<file path="config.mk">
export PLATFORM = sky130hd
export DESIGN_NAME = ocs_clock_switch
export DESIGN_NICKNAME = d
export VERILOG_FILES = /design/src/hdl/ocs_clock_switch.v
export VERILOG_INCLUDE_DIRS = /design/src /design/src/hdl
export SDC_FILE = /design/constraint.sdc
export NUM_CORES = 1
export LEC_CHECK = 0
export BUFFER_PORTS_ARGS = -buffer_cell sky130_fd_sc_hd__buf_2
export CAP_MARGIN = 5
export CORE_MARGIN = 5
export CORE_UTILIZATION = 48
export DETAILED_ROUTE_END_ITERATION = 8
export PLACE_DENSITY = 0.77
export SYNTH_ARGS = -nofsm -noshare
export SYNTH_HDL_FRONTEND = slang
export SYNTH_SLANG_ARGS = --single-unit
</file>
<file path="constraint.sdc">
create_clock -name clk_in -period 2 [get_ports clk_in]
set_input_delay 0.1 -clock clk_in [delete_from_list [all_inputs] [get_ports clk_in]]
set_output_delay 0.1 -clock clk_in [all_outputs]
set_load 0.02 [all_outputs]
</file>
<file path="src/hdl/ocs_regs.vh">
// register map, field positions, reset values and timing counts of the oscillator and clock switch block
// assumes a 125 MHz register clock and 32-bit AXI4-Lite access
`ifndef OCS_REGS_VH
`define OCS_REGS_VH
// ---------------------------------------------------------------
// register byte addresses
// ---------------------------------------------------------------
`define OCS_ADDR_TUNE      12'h090
`define OCS_ADDR_CTRL      12'h094
// ---------------------------------------------------------------
// control register fields
// ---------------------------------------------------------------
`define OCS_CTRL_IFS_HI    6
`define OCS_CTRL_IFS_LO    4
`define OCS_CTRL_PSTABLE   3
`define OCS_CTRL_FSTABLE   2
`define OCS_CTRL_SCS_HI    1
`define OCS_CTRL_SCS_LO    0
`define OCS_TUNE_W         6
`define OCS_IFS_RST        3'h0
`define OCS_SCS_RST        2'h0
`define OCS_TUNE_RST       6'h00
// ---------------------------------------------------------------
// source select codes
// ---------------------------------------------------------------
`define OCS_SRC_PRI        2'h0
`define OCS_SRC_SEC        2'h1
`define OCS_SRC_INT        2'h2
`define OCS_SRC_RSV        2'h3
`define OCS_IFS_SLOW       3'h0
`define OCS_IFS_FAST       3'h7
// ---------------------------------------------------------------
// primary oscillator mode codes
// ---------------------------------------------------------------
`define OCS_MODE_LP        3'h0
`define OCS_MODE_XT        3'h1
`define OCS_MODE_HS        3'h2
`define OCS_MODE_RC        3'h3
`define OCS_MODE_RCIO      3'h4
`define OCS_MODE_INT_CLOCK_OUTPUT  3'h5
`define OCS_MODE_INT_IO    3'h6
`define OCS_MODE_ECIO      3'h7
// ---------------------------------------------------------------
// timing
// ---------------------------------------------------------------
`define OCS_OST_COUNT      11'h400
`define OCS_SWITCH_FALLS   4'h8
`define OCS_CLK_MHZ        125
`define OCS_FSTABLE_US     4000
`define OCS_FSTABLE_CYC    20'h7A120  // 4000 us at 125 MHz, sized to the settle counter
`define OCS_RESP_OKAY      2'h0
`define OCS_RESP_SLVERR    2'h2
`endif

</file>
<file path="src/hdl/ocs_clock_switch.v">
// oscillator control: tuning and control registers, clock source switching, start-up timing
// assumes every oscillator arrives as a one-cycle falling-edge strobe synchronous to clk_in
//
// Our own choice: the AXI4-Lite register port.
`timescale 1ns/1ps
`include "ocs_regs.vh"

// What this block does
// - fast source 8 MHz, postscaler 125 kHz-8 MHz
// - slow rc on when selected or needed
// - frequency field codes 000 slow to 111 fast
// - frequency write changes internal output after a clock switch
// - clkout mode drives sysclk/4, pin7 general I/O
// - all-io mode: both oscillator pins general I/O
// - tune value two's complement, centre at zero
// - tune settles silently, no completion flag
// - source select: primary, secondary, internal, reserved
// - any reset forces source select to primary
// - primary stable flag after start-up on primary
// - flag resets low with two-speed crystal
// - status bit 2 shows fast source stable
// - failsafe drops failed oscillator to slow rc
// - two-speed reset starts slow, then primary
// - two-speed wake waits start-up timer plus eight
// - changing source, or frequency while internal, starts a switch
// - no reset switch unless two-speed crystal
// - watchdog off during switch, cleared after
// - start-up count only for crystal targets
// - secondary oscillator keeps running in sleep
// - hold low from SW_FALL entry, eight new falls
// - leaving slow setting restarts 4 ms stable delay
module ocs_clock_switch #(
  parameter [19:0] FSTABLE_CYC = `OCS_FSTABLE_CYC  // fast source settle time in clk_in cycles
) (
  input  wire        clk_in,                // register clock, 125 MHz
  input  wire        srst_in,               // synchronous reset, active high
  input  wire        ce_in,                 // clock enable, freezes all state when low
  // axi4-lite slave
  input  wire [11:0] s_axi_awaddr,
  input  wire        s_axi_awvalid,
  output wire        s_axi_awready,
  input  wire [31:0] s_axi_wdata,
  input  wire [3:0]  s_axi_wstrb,
  input  wire        s_axi_wvalid,
  output wire        s_axi_wready,
  output reg  [1:0]  s_axi_bresp,
  output reg         s_axi_bvalid,
  input  wire        s_axi_bready,
  input  wire [11:0] s_axi_araddr,
  input  wire        s_axi_arvalid,
  output wire        s_axi_arready,
  output reg  [31:0] s_axi_rdata,
  output reg  [1:0]  s_axi_rresp,
  output reg         s_axi_rvalid,
  input  wire        s_axi_rready,
  // configuration and events
  input  wire [2:0]  primary_mode_in,       // configured primary oscillator mode
  input  wire        two_speed_en_in,       // two-speed start-up enabled
  input  wire        failsafe_monitor_enable_in,
  input  wire        pwrt_en_in,            // power-up timer enabled
  input  wire        wdt_en_in,             // watchdog enabled
  input  wire        sleep_in,              // device sleeping
  input  wire        wake_in,               // interrupt or watchdog wake-up pulse
  input  wire        prim_fail_in,          // primary oscillator failure detected
  input  wire        sec_fail_in,           // secondary oscillator failure detected
  input  wire        sec_osc_en_in,         // software enable of the secondary oscillator
  // oscillator falling-edge strobes
  input  wire        prim_fall_in,
  input  wire        sec_fall_in,
  input  wire        slow_rc_fall_in,       // 31.25 kHz source
  input  wire        fast_osc_fall_in,      // 8 MHz source
  // outputs to the clocking tree
  output reg         sys_tick_out,          // falling-edge strobe of the system clock
  output reg         cpu_hold_out,          // execution held while primary starts
  output reg         slow_rc_en_out,
  output reg         prim_osc_en_out,
  output reg         sec_osc_en_out,
  output reg  [5:0]  tune_value_out,        // trim to both internal oscillators
  output reg         wdt_disable_out,
  output reg         wdt_clear_out,         // one-cycle pulse at switch completion
  // oscillator pins and port a bits
  input  wire        osc_input_pin_in,
  output reg         osc_input_pin_out,
  output reg         osc_input_pin_oe_out,
  input  wire        osc_output_pin_in,
  output reg         osc_output_pin_out,
  output reg         osc_output_pin_oe_out,
  input  wire        port_a_bit_six_out_in, // port logic data and enable
  input  wire        port_a_bit_six_oe_in,
  input  wire        port_a_bit_seven_out_in,
  input  wire        port_a_bit_seven_oe_in,
  output reg         port_a_bit_six_rd_out,
  output reg         port_a_bit_seven_rd_out
);

  // ---------------------------------------------------------------
  // state machine codes
  // ---------------------------------------------------------------
  localparam [1:0] SW_RUN  = 2'h0;  // running from current source
  localparam [1:0] SW_OST  = 2'h1;  // crystal warming, old clock still runs
  localparam [1:0] SW_FALL = 2'h2;  // waiting for a falling edge of old clock
  localparam [1:0] SW_CNT  = 2'h3;  // clock held low, counting new falls

  // ---------------------------------------------------------------
  // functions
  // ---------------------------------------------------------------
  // crystal modes need the start-up timer
  function is_xtal;
    input [2:0] mode;
    begin
      is_xtal = (mode == `OCS_MODE_LP) || (mode == `OCS_MODE_XT) || (mode == `OCS_MODE_HS);
    end
  endfunction

  // falling-edge strobe of one source at one internal frequency
  function src_fall;
    input [1:0] src;
    input [2:0] freq;
    input       pri;
    input       sec;
    input       slow;
    input       fast;
    input [5:0] pcnt;
    reg   [5:0] mask;
    begin
      mask = 6'h3F >> (freq - 3'h1);  // code 7 passes every strobe, code 1 one in 64
      case (src)
        `OCS_SRC_PRI: src_fall = pri;
        `OCS_SRC_SEC: src_fall = sec;
        default: begin
          if (freq == `OCS_IFS_SLOW) begin
            src_fall = slow;
          end else begin
            // postscaler: divide 8 MHz by 2^(7-freq)
            src_fall = fast && ((pcnt & mask) == mask);
          end
        end
      endcase
    end
  endfunction

  // ---------------------------------------------------------------
  // registers and state
  // ---------------------------------------------------------------
  reg  [2:0]  ifs;              // internal frequency select
  reg  [1:0]  sysclk_source_select;              // system clock source select
  reg         pstable;          // primary stable flag
  reg         fstable;          // fast source stable flag
  reg         fs_active;        // failsafe has taken over
  reg  [1:0]  cur_src;          // source driving the system clock
  reg  [2:0]  cur_freq;         // internal frequency in use
  reg  [1:0]  tgt_src;          // source being switched to
  reg  [2:0]  tgt_freq;
  reg  [1:0]  sw_state;
  reg  [10:0] ost_cnt;          // start-up timer, counts down 1024 primary falls
  reg  [3:0]  fall_cnt;
  reg  [19:0] fst_cnt;          // fast source settle counter
  reg  [5:0]  psc_cnt;          // postscaler counter on the 8 MHz source
  reg  [1:0]  quarter;          // system clock divide by four
  reg         wake_pend;        // start-up pending after reset or two-speed wake

  wire        ceff = ce_in;
  wire        xtal = is_xtal(primary_mode_in);
  // failsafe forces the slow internal setting without touching the register
  wire [1:0]  req_src  = fs_active ? `OCS_SRC_INT : sysclk_source_select;
  wire [2:0]  req_freq = fs_active ? `OCS_IFS_SLOW : ifs;
  wire [2:0]  req_fe   = (req_src == `OCS_SRC_INT) ? req_freq : `OCS_IFS_SLOW;
  wire [2:0]  cur_fe   = (cur_src == `OCS_SRC_INT) ? cur_freq : `OCS_IFS_SLOW;
  wire        req_diff = (req_src != cur_src) || (req_fe != cur_fe);
  wire        old_fall = src_fall(cur_src, cur_freq, prim_fall_in, sec_fall_in,
                                  slow_rc_fall_in, fast_osc_fall_in, psc_cnt);
  wire        new_fall = src_fall(tgt_src, tgt_freq, prim_fall_in, sec_fall_in,
                                  slow_rc_fall_in, fast_osc_fall_in, psc_cnt);

  // ---------------------------------------------------------------
  // axi4-lite slave
  // ---------------------------------------------------------------
  // both write channels taken together, one answer outstanding at a time
  // ready stays low while frozen, so no handshake completes unseen
  wire        wr_go  = s_axi_awvalid && s_axi_wvalid && !s_axi_bvalid && ceff;
  wire        rd_go  = s_axi_arvalid && !s_axi_rvalid && ceff;
  wire        wr_tun = wr_go && (s_axi_awaddr == `OCS_ADDR_TUNE) && s_axi_wstrb[0];
  wire        wr_ctl = wr_go && (s_axi_awaddr == `OCS_ADDR_CTRL) && s_axi_wstrb[0];
  wire        wr_map = (s_axi_awaddr == `OCS_ADDR_TUNE) || (s_axi_awaddr == `OCS_ADDR_CTRL);
  wire [2:0]  w_ifs  = s_axi_wdata[`OCS_CTRL_IFS_HI:`OCS_CTRL_IFS_LO];
  wire [1:0]  w_scs  = s_axi_wdata[`OCS_CTRL_SCS_HI:`OCS_CTRL_SCS_LO];

  assign s_axi_awready = wr_go;
  assign s_axi_wready  = wr_go;
  assign s_axi_arready = rd_go;

  // write response and read data
  always @(posedge clk_in) begin
    if (srst_in) begin
      s_axi_bvalid <= 1'b0;
      s_axi_bresp  <= `OCS_RESP_OKAY;
      s_axi_rvalid <= 1'b0;
      s_axi_rresp  <= `OCS_RESP_OKAY;
      s_axi_rdata  <= 32'h0000_0000;
    end else if (ceff) begin
      if (wr_go) begin
        s_axi_bvalid <= 1'b1;
        s_axi_bresp  <= wr_map ? `OCS_RESP_OKAY : `OCS_RESP_SLVERR;
      end else if (s_axi_bready) begin
        s_axi_bvalid <= 1'b0;
      end
      if (rd_go) begin
        s_axi_rvalid <= 1'b1;
        s_axi_rresp  <= `OCS_RESP_OKAY;
        // unused bits and upper lanes read zero
        case (s_axi_araddr)
          `OCS_ADDR_TUNE: s_axi_rdata <= {26'h0, tune_value_out};
          `OCS_ADDR_CTRL: s_axi_rdata <= {25'h0, ifs, pstable, fstable, sysclk_source_select};
          default: begin
            s_axi_rdata <= 32'h0000_0000;
            s_axi_rresp <= `OCS_RESP_SLVERR;
          end
        endcase
      end else if (s_axi_rready) begin
        s_axi_rvalid <= 1'b0;
      end
    end
  end

  // ---------------------------------------------------------------
  // software-writable fields
  // ---------------------------------------------------------------
  // flags are not written here, so writes to them fall away
  always @(posedge clk_in) begin
    if (srst_in) begin
      ifs            <= `OCS_IFS_RST;
      sysclk_source_select            <= `OCS_SCS_RST;
      tune_value_out <= `OCS_TUNE_RST;
    end else if (ceff) begin
      if (wr_tun) begin
        // trim passes straight to the oscillators; settling is silent
        tune_value_out <= s_axi_wdata[`OCS_TUNE_W-1:0];
      end
      if (wr_ctl) begin
        ifs <= w_ifs;
        // reserved code keeps the previous source
        if (w_scs != `OCS_SRC_RSV) begin
          sysclk_source_select <= w_scs;
        end
      end
    end
  end

  // ---------------------------------------------------------------
  // failsafe takeover
  // ---------------------------------------------------------------
  // sticky until software writes the control register again or reset
  always @(posedge clk_in) begin
    if (srst_in) begin
      fs_active <= 1'b0;
    end else if (ceff) begin
      if (failsafe_monitor_enable_in &&
          ((cur_src == `OCS_SRC_PRI && prim_fail_in) ||
           (cur_src == `OCS_SRC_SEC && sec_fail_in))) begin
        fs_active <= 1'b1;
      end else if (wr_ctl) begin
        fs_active <= 1'b0;
      end
    end
  end

  // ---------------------------------------------------------------
  // postscaler and fast source stability
  // ---------------------------------------------------------------
  always @(posedge clk_in) begin
    if (srst_in) begin
      psc_cnt <= 6'h00;
      fstable <= 1'b0;
      fst_cnt <= FSTABLE_CYC;
    end else if (ceff) begin
      if (fast_osc_fall_in) begin
        psc_cnt <= psc_cnt + 6'h01;
      end
      // leaving the slow setting for a fast one restarts the settle delay
      if (wr_ctl && ifs == `OCS_IFS_SLOW && w_ifs != `OCS_IFS_SLOW) begin
        fstable <= 1'b0;
        fst_cnt <= FSTABLE_CYC;
      end else if (fst_cnt != 20'h00000) begin
        fst_cnt <= fst_cnt - 20'h00001;
        if (fst_cnt == 20'h00001) begin
          fstable <= 1'b1;
        end
      end
    end
  end

  // ---------------------------------------------------------------
  // clock switch sequencer
  // ---------------------------------------------------------------
  // the system clock only ever follows one source's strobes, and is held
  // low from entry to SW_FALL, old fall included, until the eighth new fall, so no short pulse
  always @(posedge clk_in) begin
    if (srst_in) begin
      // two-speed crystal starts on the slow rc and warms the crystal
      cur_src       <= (two_speed_en_in && xtal) ? `OCS_SRC_INT : `OCS_SRC_PRI;
      cur_freq      <= `OCS_IFS_SLOW;
      tgt_src       <= `OCS_SRC_PRI;
      tgt_freq      <= `OCS_IFS_SLOW;
      sw_state      <= SW_RUN;
      ost_cnt       <= 11'h000;
      fall_cnt      <= 4'h0;
      pstable       <= 1'b0;
      cpu_hold_out  <= 1'b0;
      wdt_clear_out <= 1'b0;
      wake_pend     <= 1'b1;
    end else if (ceff) begin
      wdt_clear_out <= 1'b0;
      case (sw_state)
        SW_RUN: begin
          if (wake_pend) begin
            // start-up after reset or wake: timer only for a crystal primary
            wake_pend <= 1'b0;
            if (xtal) begin
              tgt_src      <= `OCS_SRC_PRI;
              tgt_freq     <= `OCS_IFS_SLOW;
              ost_cnt      <= `OCS_OST_COUNT;
              sw_state     <= SW_OST;
              // without two-speed, execution waits for the crystal
              cpu_hold_out <= (cur_src == `OCS_SRC_PRI);
            end else begin
              pstable <= (cur_src == `OCS_SRC_PRI);
            end
          end else if (wake_in && two_speed_en_in && xtal && sysclk_source_select == `OCS_SRC_PRI) begin
            cur_src   <= `OCS_SRC_INT;
            cur_freq  <= `OCS_IFS_SLOW;
            pstable   <= 1'b0;
            wake_pend <= 1'b1;
          end else if (req_diff) begin
            tgt_src  <= req_src;
            tgt_freq <= req_fe;
            pstable  <= 1'b0;
            if (req_src == `OCS_SRC_PRI && xtal) begin
              ost_cnt  <= `OCS_OST_COUNT;
              sw_state <= SW_OST;
            end else begin
              sw_state <= SW_FALL;
            end
          end
        end
        SW_OST: begin
          // old clock keeps running while the crystal starts
          if (prim_fall_in) begin
            ost_cnt <= ost_cnt - 11'h001;
            if (ost_cnt == 11'h001) begin
              sw_state <= cpu_hold_out ? SW_RUN : SW_FALL;
              if (cpu_hold_out) begin
                cpu_hold_out  <= 1'b0;
                pstable       <= 1'b1;
                wdt_clear_out <= 1'b1;
              end
            end
          end
        end
        SW_FALL: begin
          if (old_fall) begin
            fall_cnt <= 4'h0;
            sw_state <= SW_CNT;
          end
        end
        default: begin
          // count eight falls of the requested clock
          if (new_fall) begin
            fall_cnt <= fall_cnt + 4'h1;
            if (fall_cnt == `OCS_SWITCH_FALLS - 4'h1) begin
              cur_src       <= tgt_src;
              cur_freq      <= tgt_freq;
              pstable       <= (tgt_src == `OCS_SRC_PRI) && xtal;
              wdt_clear_out <= 1'b1;
              sw_state      <= SW_RUN;
            end
          end
        end
      endcase
    end
  end

  // ---------------------------------------------------------------
  // system clock strobe and clock output divider
  // ---------------------------------------------------------------
  always @(posedge clk_in) begin
    if (srst_in) begin
      sys_tick_out <= 1'b0;
      quarter      <= 2'h0;
    end else if (ceff) begin
      // gated low from SW_FALL until the eighth new fall, and while held
      sys_tick_out <= old_fall && (sw_state != SW_CNT) && !cpu_hold_out
                      && !(sw_state == SW_FALL);
      if (sys_tick_out) begin
        quarter <= quarter + 2'h1;
      end
    end
  end

  // ---------------------------------------------------------------
  // oscillator enables and watchdog control
  // ---------------------------------------------------------------
  always @(posedge clk_in) begin
    if (srst_in) begin
      slow_rc_en_out  <= 1'b1;
      prim_osc_en_out <= 1'b1;
      sec_osc_en_out  <= 1'b0;
      wdt_disable_out <= 1'b0;
    end else if (ceff) begin
      slow_rc_en_out  <= (cur_src == `OCS_SRC_INT && cur_freq == `OCS_IFS_SLOW) ||
                         (tgt_src == `OCS_SRC_INT && tgt_freq == `OCS_IFS_SLOW) ||
                         pwrt_en_in || wdt_en_in || two_speed_en_in ||
                         failsafe_monitor_enable_in;
      prim_osc_en_out <= !sleep_in && (cur_src == `OCS_SRC_PRI || tgt_src == `OCS_SRC_PRI ||
                                       sw_state == SW_OST);
      // sleep does not stop the secondary oscillator
      sec_osc_en_out  <= sec_osc_en_in;
      wdt_disable_out <= (sw_state != SW_RUN);
    end
  end

  // ---------------------------------------------------------------
  // oscillator pins
  // ---------------------------------------------------------------
  // pins stay with the analog oscillator except in the internal modes
  always @(posedge clk_in) begin
    if (srst_in) begin
      osc_input_pin_out       <= 1'b0;
      osc_input_pin_oe_out    <= 1'b0;
      osc_output_pin_out      <= 1'b0;
      osc_output_pin_oe_out   <= 1'b0;
      port_a_bit_six_rd_out   <= 1'b0;
      port_a_bit_seven_rd_out <= 1'b0;
    end else if (ceff) begin
      osc_input_pin_out       <= 1'b0;
      osc_input_pin_oe_out    <= 1'b0;
      osc_output_pin_out      <= 1'b0;
      osc_output_pin_oe_out   <= 1'b0;
      port_a_bit_six_rd_out   <= 1'b0;
      port_a_bit_seven_rd_out <= 1'b0;
      case (primary_mode_in)
        `OCS_MODE_INT_CLOCK_OUTPUT: begin
          osc_output_pin_out      <= quarter[1];
          osc_output_pin_oe_out   <= 1'b1;
          osc_input_pin_out       <= port_a_bit_seven_out_in;
          osc_input_pin_oe_out    <= port_a_bit_seven_oe_in;
          port_a_bit_seven_rd_out <= osc_input_pin_in;
        end
        `OCS_MODE_INT_IO: begin
          osc_input_pin_out       <= port_a_bit_seven_out_in;
          osc_input_pin_oe_out    <= port_a_bit_seven_oe_in;
          port_a_bit_seven_rd_out <= osc_input_pin_in;
          osc_output_pin_out      <= port_a_bit_six_out_in;
          osc_output_pin_oe_out   <= port_a_bit_six_oe_in;
          port_a_bit_six_rd_out   <= osc_output_pin_in;
        end
        default: begin
          osc_output_pin_oe_out <= 1'b0;
        end
      endcase
    end
  end

endmodule // ocs_clock_switch

</file>
# Yosys cells after proc, flatten, opt, wreduce, memory -nomap -nowiden
# Cells that the tools add are included.
# totals
regBits	121
# classes
n_bitwise	5
n_shift	2
eq_ne	43
muxes	94
add_sub_neg	7
n_reduce_logical	100
# op_table
cell	count
$mux 11	6
$mux 2	25
$eq 12x8->1 const B	4
$mux 20	2
$mux 1	35
$mux 3	11
$logic_and 1x1->1	28
$reduce_bool 2->1	12
$ne 2x2->1 const B	11
$pmux 11 s2	1
$reduce_and 2->1	11
$ne 3x3->1 const B	7
$eq 20x1->1 const B	1
$reduce_bool 20->1	1
$sub 20x1->20 const B	1
$reduce_and 6->1	3
$reduce_and 9->1	2
$reduce_bool 3->1	5
$pmux 7 s2	1
$and 6x6->6	2
$eq 6x6->1	2
$logic_not 3->1	4
$logic_or 1x1->1	12
$pmux 1 s2	6
other kinds (32)	58

# Logic depth before layout (Yosys ltp)
# Gate-level depths: netlist (run 1).
# logic_depth
word_depth	11
ltp_mapped	10
ltp_nobuf	10

# Worst setup path before layout (run 1)
# No wires, ideal clock.
# synth_path
path_kind	register -> register
start	register tgt_freq[0]
end	register fall_cnt[3]
arrival_ns	2.121
slack_ns	-0.212
setup_ns	0.091
t_required_ns	1.909
path_buffers	0
synth_period_minus_slack_ns	2.212
stages_incl_launch_ff	9
path_cell_list	dfxtp_1 inv_1 ha_1 ha_1 nand4b_1 o41ai_4 nor3b_2 a41oi_1 a311oi_1
# synth_between
elab_chain_len	9
word_cells_on_any_way	10
# synth_lines
item	line	source
from (decl)	ocs_clock_switch.v:153	reg [2:0] tgt_freq;
from (signal assigned)	ocs_clock_switch.v:303	tgt_freq <= `OCS_IFS_SLOW;
from (signal assigned)	ocs_clock_switch.v:320	tgt_freq <= `OCS_IFS_SLOW;
from (signal assigned)	ocs_clock_switch.v:335	tgt_freq <= req_fe;
$sub 3x1->3	ocs_clock_switch.v:126	mask = 6'h3F >> (freq - 3'h1);
$shr 6x3->6	ocs_clock_switch.v:126	
$and 6x6->6	ocs_clock_switch.v:135	src_fall = fast && ((pcnt & mask) == mask);
$eq 6x6->1	ocs_clock_switch.v:135	
$logic_and 1x1->1	ocs_clock_switch.v:135	
$mux 1 (*)	ocs_clock_switch.v:131	if (freq == `OCS_IFS_SLOW) begin
$pmux 1 s2 (*)	ocs_clock_switch.v:127	case (src)
$reduce_bool 2->1 (no source line) (*)	n/a	
$reduce_and 4->1 (no source line) (*)	n/a	
to (signal assigned)	ocs_clock_switch.v:368	fall_cnt <= fall_cnt + 4'h1;
to (decl)	ocs_clock_switch.v:156	reg [3:0] fall_cnt;
# Mark *: on every way between the ends. The rest lies on a longest branch, timed or not.
# A chain may end at the register's enable or synchronous reset.

# Worst setup path in the final report (run 1)
# layout_path
start	register cur_src[0]
end	register sw_state[0]
# layout_between
elab_chain_len	6
word_cells_on_any_way	11
# layout_lines
item	line	source
from (decl)	ocs_clock_switch.v:150	reg [1:0] cur_src;
from (signal assigned)	ocs_clock_switch.v:300	cur_src <= (two_speed_en_in && xtal) ? `OCS_SRC_INT : `OCS_SRC_PRI;
from (signal assigned)	ocs_clock_switch.v:329	cur_src <= `OCS_SRC_INT;
from (signal assigned)	ocs_clock_switch.v:370	cur_src <= tgt_src;
$eq 2x2->1 (no source line)	n/a	
$mux 3 (no source line)	n/a	
$ne 3x3->1	ocs_clock_switch.v:169	wire req_diff = (req_src != cur_src) || (req_fe != cur_fe);
$logic_or 1x1->1	ocs_clock_switch.v:169	
$ne 3x3->1 (no source line)	n/a	
$reduce_and 9->1 (no source line) (*)	n/a	
to (signal assigned)	ocs_clock_switch.v:350	sw_state <= cpu_hold_out ? SW_RUN : SW_FALL;
to (decl)	ocs_clock_switch.v:154	reg [1:0] sw_state;
# Marks and branches as above.

==> results of run 1 <==
[Yosys cell counts, drive strengths merged (3+ instances only)]
library cell | count | area [sq um]
nand3 | 30 | 150
a311oi | 4 | 41.3
nor2b | 4 | 25.0
inv | 25 | 93.8
or4 | 6 | 45.0
nand2b | 12 | 75.1
a21oi | 31 | 166
o21ai | 22 | 110
mux2i | 18 | 180
a22oi | 9 | 67.6
buf | 36 | 268
o41ai | 4 | 61.3
nor4b | 5 | 43.8
nor3 | 21 | 126
xor2 | 20 | 175
nand4b | 6 | 52.6
a31oi | 7 | 43.8
and2 | 4 | 25.0
xnor2 | 6 | 52.6
o221a | 3 | 33.8
and3 | 5 | 31.3
a22o | 4 | 35.0
nand3b | 7 | 52.6
nand4 | 7 | 43.8
ha | 19 | 238
nor4 | 8 | 56.3
o211ai | 5 | 47.5
or3 | 3 | 18.8
nand2 | 57 | 214
dfxtp | 92 | 1840
nor2 | 90 | 338
clkbuf | 23 | 128
o22ai | 3 | 25.0
a211oi | 10 | 87.6
o31ai | 6 | 45.0
[cell type report]
class	count	area (sq um)	share of cell area, %
multi-input combinational	498	3510	48.6
timing repair buffer	189	1240	17.2
clock inverter	6	53.8	0.746
inverter	25	93.8	1.30
clock buffer	10	229	3.18
sequential	94	1910	26.5
tap	140	175	2.43
[worst max-delay path, cell delays in order (launching register included)]
cell                       delay, ps
sky130_fd_sc_hd__edfxtp_1        500
sky130_fd_sc_hd__buf_6           180
sky130_fd_sc_hd__xnor2_2         120
sky130_fd_sc_hd__nand3b_1        110
sky130_fd_sc_hd__a311oi_2        380
sky130_fd_sc_hd__buf_4           180
sky130_fd_sc_hd__o221a_4         240
sky130_fd_sc_hd__buf_4           160
sky130_fd_sc_hd__nor4_4           50
sky130_fd_sc_hd__o32ai_1         270
[cell families (layout without fill, tap and decap cells)]
| logic type | Yosys count | count (layout) |
|---|---|---|
| and+or+nand+nor | 277 | 277 |
| AOI/OAI and AO/OA | 131 | 131 |
| DFF | 94 | 94 |
| buffers and inverters | 84 | 230 |
| xor gates and xnor gates | 26 | 26 |
| adders and majority gates | 19 | 19 |
| muxes | 18 | 18 |
| other | 1 | 27 |
[sequential cells by signal (all words and copies together) (netlist names), 2 cells and up]
name	flops
ifs	3
cur_freq	3
cur_src	2
quarter	2
fst_cnt	20
tgt_freq	3
psc_cnt	6
tgt_src	2
ost_cnt	11
tune_value_out	6
s_axi_rdata	7
sysclk_source_select	2
sw_state	2
fall_cnt	4
[power groups by stage]
stage,sequential (mW),clock (mW),combinational [mW]
after global placement,2.16,0,1.84
after detailed placement,2.16,0,1.92
final,2.13,1.67,2.42
after CTS,2.12,1.67,2.10
after global routing,2.15,1.75,2.59
after floorplan,2.18,0,1.27
[cells in the final DEF, fill, tap and decap left out, types with 18 or more instances in the layout]
master / Yosys / layout
sky130_fd_sc_hd__dfxtp_1: 92 / 84
sky130_fd_sc_hd__inv_1: 25 / 19
sky130_fd_sc_hd__nor2_1: 90 / 89
sky130_fd_sc_hd__nand3_1: 30 / 24
sky130_fd_sc_hd__buf_2: 4 / 94
sky130_fd_sc_hd__buf_4: 28 / 78
sky130_fd_sc_hd__a21oi_1: 30 / 25
sky130_fd_sc_hd__xor2_1: 20 / 20
sky130_fd_sc_hd__conb_1: 1 / 27
sky130_fd_sc_hd__nand2_1: 57 / 54
sky130_fd_sc_hd__mux2i_1: 18 / 18
[how the worst max path moves through the flow]
| stage | from | endpoint | cells past startpoint | slack (ps) |
|---|---|---|---|---|
| 2_1_floorplan | tgt_freq[1]$_SDFFE_PP0P_ | fall_cnt[2]$_SDFFE_PP0P_ | 9 | -10 |
| 3_3_place_gp | tgt_freq[1]$_SDFFE_PP0P_ | cur_src[0]$_SDFFCE_PP0P_ | 10 | -50 |
| 3_5_place_dp | cur_src[0]$_SDFFCE_PP0P_ | ost_cnt[1]$_SDFFE_PP0P_ | 6 | -160 |
| 4_1_cts | tgt_freq[1]$_SDFFE_PP0P_ | fall_cnt[3]$_SDFFE_PP0P_ | 10 | -120 |
| 5_1_grt | cur_src[0]$_SDFFCE_PP0P_ | ost_cnt[1]$_SDFFE_PP0P_ | 8 | -310 |
| 6_report | cur_src[0]$_SDFFCE_PP0P_ | sw_state[0]$_SDFFE_PP0P_ | 9 | -280 |
[timing repair]
| action | in CTS | in global routing |
|---|---|---|
| endpoints found under the hold margin | 6 | 0 |
| resized for setup | 34 | 58 |
| setup buffers | 7 | 10 |
| hold buffers | 6 | 0 |
| pin swaps | 9 | 45 |
| cloned | 1 | 0 |
| endpoints found under the setup margin | 31 | 47 |
[routing by layer]
layer | GRT usage (%) | vias up
met3 | 5.28 | 70
met1 | 27.8 | 2651
met2 | 40.0 | 256
li1 | - | 2599
met4 | 8.82 | 0
met5 | 0 | -
==> flow_summary.toml, run 1 <==
[placement]
dp_cells = 923
postPlaceCellArea_sq_um = 6380
post-dp-hpwl_um = 11300
place.gp.congestion = 0.869
numPortBuffers = 94
post-place-ws_ps = -161

[worst_setup_path]
r2r-end = "sw_state[0]$_SDFFE_PP0P_"
critical_path.endpoint_type = "flip-flop"
launching_element_type_of_the_critical_path = "flip-flop"
critPathKind = "flip-flop to flip-flop"
worstRegToRegCells = 9
worstPathRequired_ps = 2240
r2r_start = "cur_src[0]$_SDFFCE_PP0P_"
crit_fanout = 7
timing.reg2reg.setup_slack_ps = -280
critical_path_arrival_ps = 2530

[detailed_routing]
drt-total-wl_um = 16600
remaining_drc_errors = 0
detailedRoute.firstPassIterationCount = 6
routed_via_density = 5.80
ant_nets = 0
highest_layer = "met4"
first_iter_violations = 429
met1Wirelength_um = 6290
met2_length_um = 8530
wl_met3_um = 1200
route.detailed.wl_per_inst_um = 17.2
via_count = 5576

[floorplanning]
rows = 38
die-width_um = 116
design.die.area_sq_um = 13500
io_pins = 150
placeableCoreArea_sq_um = 11000
initial_utilization_pct = 49.4
die_height_um = 116

[power_and_ir_drop]
total_switching_power_mw = 2.38
p_sw_share_pct = 38.2
power.share.clock_pct = 26.8
report.power.total_mw = 6.22
vdd_drop_max_v = 0.000600
pwr_dens_nw_per_um2 = 863
p_seq_share_pct = 34.3
reported_leakage_power_nw = 2.99
part_of_the_total_power_dissipated_in_combinational_logic_pct = 38.9
cell_internal_pwr_mw = 3.85

[cts]
htree_num_levels = 3
clkSinkCount = 94
cts_made_buffers = 9
clock-root-buffer = "sky130_fd_sc_hd__clkbuf_16"
clk_transition_reported_paths_ps = 80
cts_max_path_buffers = 2
clkLatencyLatePin_ps = 360
tritoncts = "built"

[synthesis]
synth_ff_type = "sky130_fd_sc_hd__dfxtp_1"
ys_warn_count = 0
yosys.area_share.xor_xnor_pct = 4.19
synth_top_family_by_area = "simple AND/OR/NAND/NOR gates"
synth_fa_ha_area_share_pct = 4.38
synth_simple_gate_area_share_pct = 26.0
share_of_the_synthesized_area_in_compound_gates_ao_oa_aoi_oai_pct = 18.0
ys_seq_area_share_pct = 35.0
synthCells = 650
synth_edf_count = 2
fraction_of_registers_with_async_set_reset_pct = 0
syn_area_per_cell_sq_um = 8.35
post_synth_num_cell_types = 80
synth_mux_area_share_pct = 3.32
synth-seq-cells = 94
synthesized_area_sq_um = 5430

[timing]
slew_headroom_pct = 66.5
final_max_slew_viol_count = 0
timing.final.ws_setup_ps = -284
finalHoldViolCount = 0
final.period_utilization_pct = 114
grt_setup_unrepaired = "yes"
achievable-frequency_mhz = 438
setup-tns-final_ps = -3500
worst_pin_slew_ps = 497
fin_hold_ws_ps = 5.26
setup-violations-final = 28
timing.clock.skew_ps = 14.1
fin_crit_ps = 2280

[layout]
final_cell_count_no_fill = 962
layout.nets = 926
final_cell_area_sq_um = 7210
synthToLayoutAreaGrowth_pct = 32.8
insertedDiodeCount = 0
nFillCells = 841
finalCoreUtilization_pct = 65.6
layout-drive-gt1-share_pct = 34.7

[worst_hold_path]
holdPathStages = 3
min_path_type = "primary input to flip-flop"
hold_end = "ifs[2]$_SDFFE_PP0P_"
hold_path_startpoint = "s_axi_wdata[6]"

[outcome]
outcome = "complete, but fails checks"
failed_checks = "setup timing"

[grt]
first_global_vias = 5377
grt_max_degree = 42
track_usage_pct = 23.1
grt_antenna_before_repair = 0
wire_length_of_the_first_global_routing_pass_um = 25200
global_route.overflow_total = 0

[flow_run]
maxCapViolCount = 0
Power figures use the tool's default switching activity.
==> inputs of run 2 (changes only) <==
--- a/config.mk
+++ b/config.mk
@@ -8,10 +8,12 @@
 export LEC_CHECK = 0
 export BUFFER_PORTS_ARGS = -buffer_cell sky130_fd_sc_hd__buf_2
 export CAP_MARGIN = 5
-export CORE_MARGIN = 5
-export CORE_UTILIZATION = 48
+export CELL_PAD_IN_SITES_DETAIL_PLACEMENT = 0
+export CELL_PAD_IN_SITES_GLOBAL_PLACEMENT = 1
+export CORE_MARGIN = 10
+export CORE_UTILIZATION = 35
 export DETAILED_ROUTE_END_ITERATION = 8
-export PLACE_DENSITY = 0.77
+export PLACE_DENSITY_LB_ADDON = 0.1
 export SYNTH_ARGS = -nofsm -noshare
 export SYNTH_HDL_FRONTEND = slang
 export SYNTH_SLANG_ARGS = --single-unit
==> run 2 against run 1 <==
Effect of this change: the flow still finishes with violations (setup timing); register-to-register slack better by 150 ps; sequential cell count unchanged; count of clock-buffer cells in the layout up 2; core utilization down 17 points; wire length up 0.27%; non-clock buffer count up 15; global-route usage down 7.5 points; critical endpoint is now fall_cnt[1]$_SDFFE_PP0P_.
==> flow_summary.toml, run 2 (synthesis gave the netlist of run 1 again) <==
[power_and_ir_drop]
report.power.total_mw = 6.40
part_of_the_total_power_dissipated_in_combinational_logic_pct = 39.2
cell_internal_pwr_mw = 4.13
p_sw_share_pct = 35.4
pwr_dens_nw_per_um2 = 862
total_switching_power_mw = 2.26
vdd_drop_max_v = 0.000497
power.share.clock_pct = 27.7
reported_leakage_power_nw = 3.05
p_seq_share_pct = 33.1

[timing]
timing.final.ws_setup_ps = -133
grt_setup_unrepaired = "yes"
final.period_utilization_pct = 107
fin_hold_ws_ps = 12.0
achievable-frequency_mhz = 469
setup-tns-final_ps = -1270
slew_headroom_pct = 57.2
final_max_slew_viol_count = 0
setup-violations-final = 20
timing.clock.skew_ps = 6.74
worst_pin_slew_ps = 641
finalHoldViolCount = 0
fin_crit_ps = 2130

[detailed_routing]
first_iter_violations = 249
via_count = 5283
detailedRoute.firstPassIterationCount = 4
ant_nets = 0
routed_via_density = 5.15
drt-total-wl_um = 16600
route.detailed.wl_per_inst_um = 16.2
remaining_drc_errors = 0

[layout]
layout.nets = 941
top_regs = "fst_cnt (20), ost_cnt (11), s_axi_rdata (7)"
final_cell_area_sq_um = 7420
mostFrequentLayoutCells = "94 x sky130_fd_sc_hd__buf_2, 88 x sky130_fd_sc_hd__nor2_1, 88 x sky130_fd_sc_hd__buf_4"
nFillCells = 1500
synthToLayoutAreaGrowth_pct = 36.6
insertedDiodeCount = 0
largest_register_ff_count = 20
layout-drive-gt1-share_pct = 35.2
largest_register = "fst_cnt"
layout.cells.most_common = "sky130_fd_sc_hd__buf_2"

[cts]
cts_max_path_buffers = 2
htree_num_levels = 3
clkSinkCount = 94
clkLatencyLatePin_ps = 350
cts_made_buffers = 9
clock-root-buffer = "sky130_fd_sc_hd__clkbuf_16"
tritoncts = "built"
clk_transition_reported_paths_ps = 70

[placement]
numPortBuffers = 94
post-place-ws_ps = -135
post-dp-hpwl_um = 12300
place.gp.congestion = 0.833
postPlaceCellArea_sq_um = 6560

[worst_setup_path]
worstRegToRegCells = 12
worstPathRequired_ps = 2290
r2r_start = "tgt_freq[1]$_SDFFE_PP0P_"
critPathKind = "flip-flop to flip-flop"
r2r-end = "fall_cnt[1]$_SDFFE_PP0P_"
cell_chain_critical_path = "inv_2 -> ha_4 -> inv_2 -> ha_4 -> a31oi_4 -> o41ai_4 -> buf_6 -> nor3b_4 -> buf_4 -> buf_6 -> nand3_2 -> o21ai_1"
launching_element_type_of_the_critical_path = "flip-flop"
timing.reg2reg.setup_slack_ps = -130
critical_path_arrival_ps = 2420
max_stage_delay_ps = 380
crit_slowest_cell = "sky130_fd_sc_hd__o41ai_4"
crit_fanout = 7
critical_path.endpoint_type = "flip-flop"

[floorplanning]
initial_utilization_pct = 35.7
rows = 45
placeableCoreArea_sq_um = 15200
design.die.area_sq_um = 20900
die_height_um = 145
die-width_um = 145
io_pins = 150

[grt]
track_usage_pct = 15.6
most_used_layer_global_route = "met2"
first_global_vias = 5284
wire_length_of_the_first_global_routing_pass_um = 26300
groute.layer.met1.usage_pct = 19.6
use_met3_pct = 3.44
use_met2_pct = 25.3
global_route.overflow_total = 0
grt_antenna_before_repair = 0
grt_max_degree = 42

[outcome]
failed_checks = "setup timing"
outcome = "complete, but fails checks"

[worst_hold_path]
hold_end = "ifs[2]$_SDFFE_PP0P_"
hold_path_startpoint = "s_axi_wdata[6]"
min_path_type = "primary input to flip-flop"
holdPathStages = 3

[flow_run]
maxCapViolCount = 0
[run 2: changes by cell type in the layout (fill, tap and decap cells not counted), moves of 3 or more]
cell,previous run,this run
sky130_fd_sc_hd__buf_4,78,88
sky130_fd_sc_hd__a21oi_2,5,2
sky130_fd_sc_hd__clkinv_2,0,3
sky130_fd_sc_hd__a21oi_1,25,28
[run 2: worst max-delay path by stage]
stage                                   startpoint                  endpoint  slack (ps)  cells after the start
after global placement    tgt_freq[1]$_SDFFE_PP0P_  cur_src[0]$_SDFFCE_PP0P_        -100                     10
after floorplan           tgt_freq[1]$_SDFFE_PP0P_  fall_cnt[2]$_SDFFE_PP0P_         -10                      9
after CTS                 tgt_freq[1]$_SDFFE_PP0P_  fall_cnt[3]$_SDFFE_PP0P_        -130                     10
after global routing      tgt_freq[1]$_SDFFE_PP0P_  fall_cnt[3]$_SDFFE_PP0P_        -260                     10
after detailed placement  cur_src[0]$_SDFFCE_PP0P_  ost_cnt[10]$_SDFFE_PP0P_        -130                      7
final                     tgt_freq[1]$_SDFFE_PP0P_  fall_cnt[1]$_SDFFE_PP0P_        -130                     12
[run 2: area by class of cell]
type                       instances  area, sq um  area share (%)
inverter                          25         93.8            1.26
multi-input combinational        498         3500            47.2
timing repair buffer             204         1380            18.6
sequential                        94         1910            25.8
clock inverter                     4         45.0           0.607
clock buffer                      12          256            3.46
tap                              188          235            3.17
[run 2: power by group through the flow]
| stage | sequential, mW | combinational (mW) | clock (mW) |
|---|---|---|---|
| after global placement | 2.15 | 2.03 | 0 |
| after global routing | 2.14 | 2.72 | 1.89 |
| after CTS | 2.11 | 2.34 | 1.82 |
| final | 2.12 | 2.50 | 1.77 |
| after detailed placement | 2.15 | 2.04 | 0 |
| after floorplan | 2.18 | 1.27 | 0 |
[run 2: stage by stage]
step	cells	utilization, %
detailed placement	987	43.1
floorplan	676	-
finish	1025	48.8
CTS	1019	47.5
global route	1025	48.8
global placement	987	43.1
[run 2: worst max-delay path, delay by kind of cell, from the launching register on]
kind                       cells  cell delay, ps
buffers and inverters          5             520
and+or+nand+nor                2             280
adders and majority gates      2             420
AOI/OAI and AO/OA              3             520
DFF                            1             320
[run 2: per-layer routing]
| metal | vias to the layer above | part of all wire (%) |
|---|---|---|
| met5 | - | 0 |
| met4 | 0 | 1.8 |
| met3 | 17 | 4.8 |
| met2 | 116 | 48 |
| met1 | 2515 | 45 |
| li1 | 2635 | - |
[run 2: what timing repair did]
| item | in CTS | in global routing |
|---|---|---|
| buffers inserted | 7 | 7 |
| resized for setup | 46 | 42 |
| hold endpoints to repair | 9 | 0 |
| cloned | 1 | 0 |
| hold buffers | 8 | 0 |
| pin swaps | 20 | 30 |
| setup endpoints to repair | 31 | 42 |
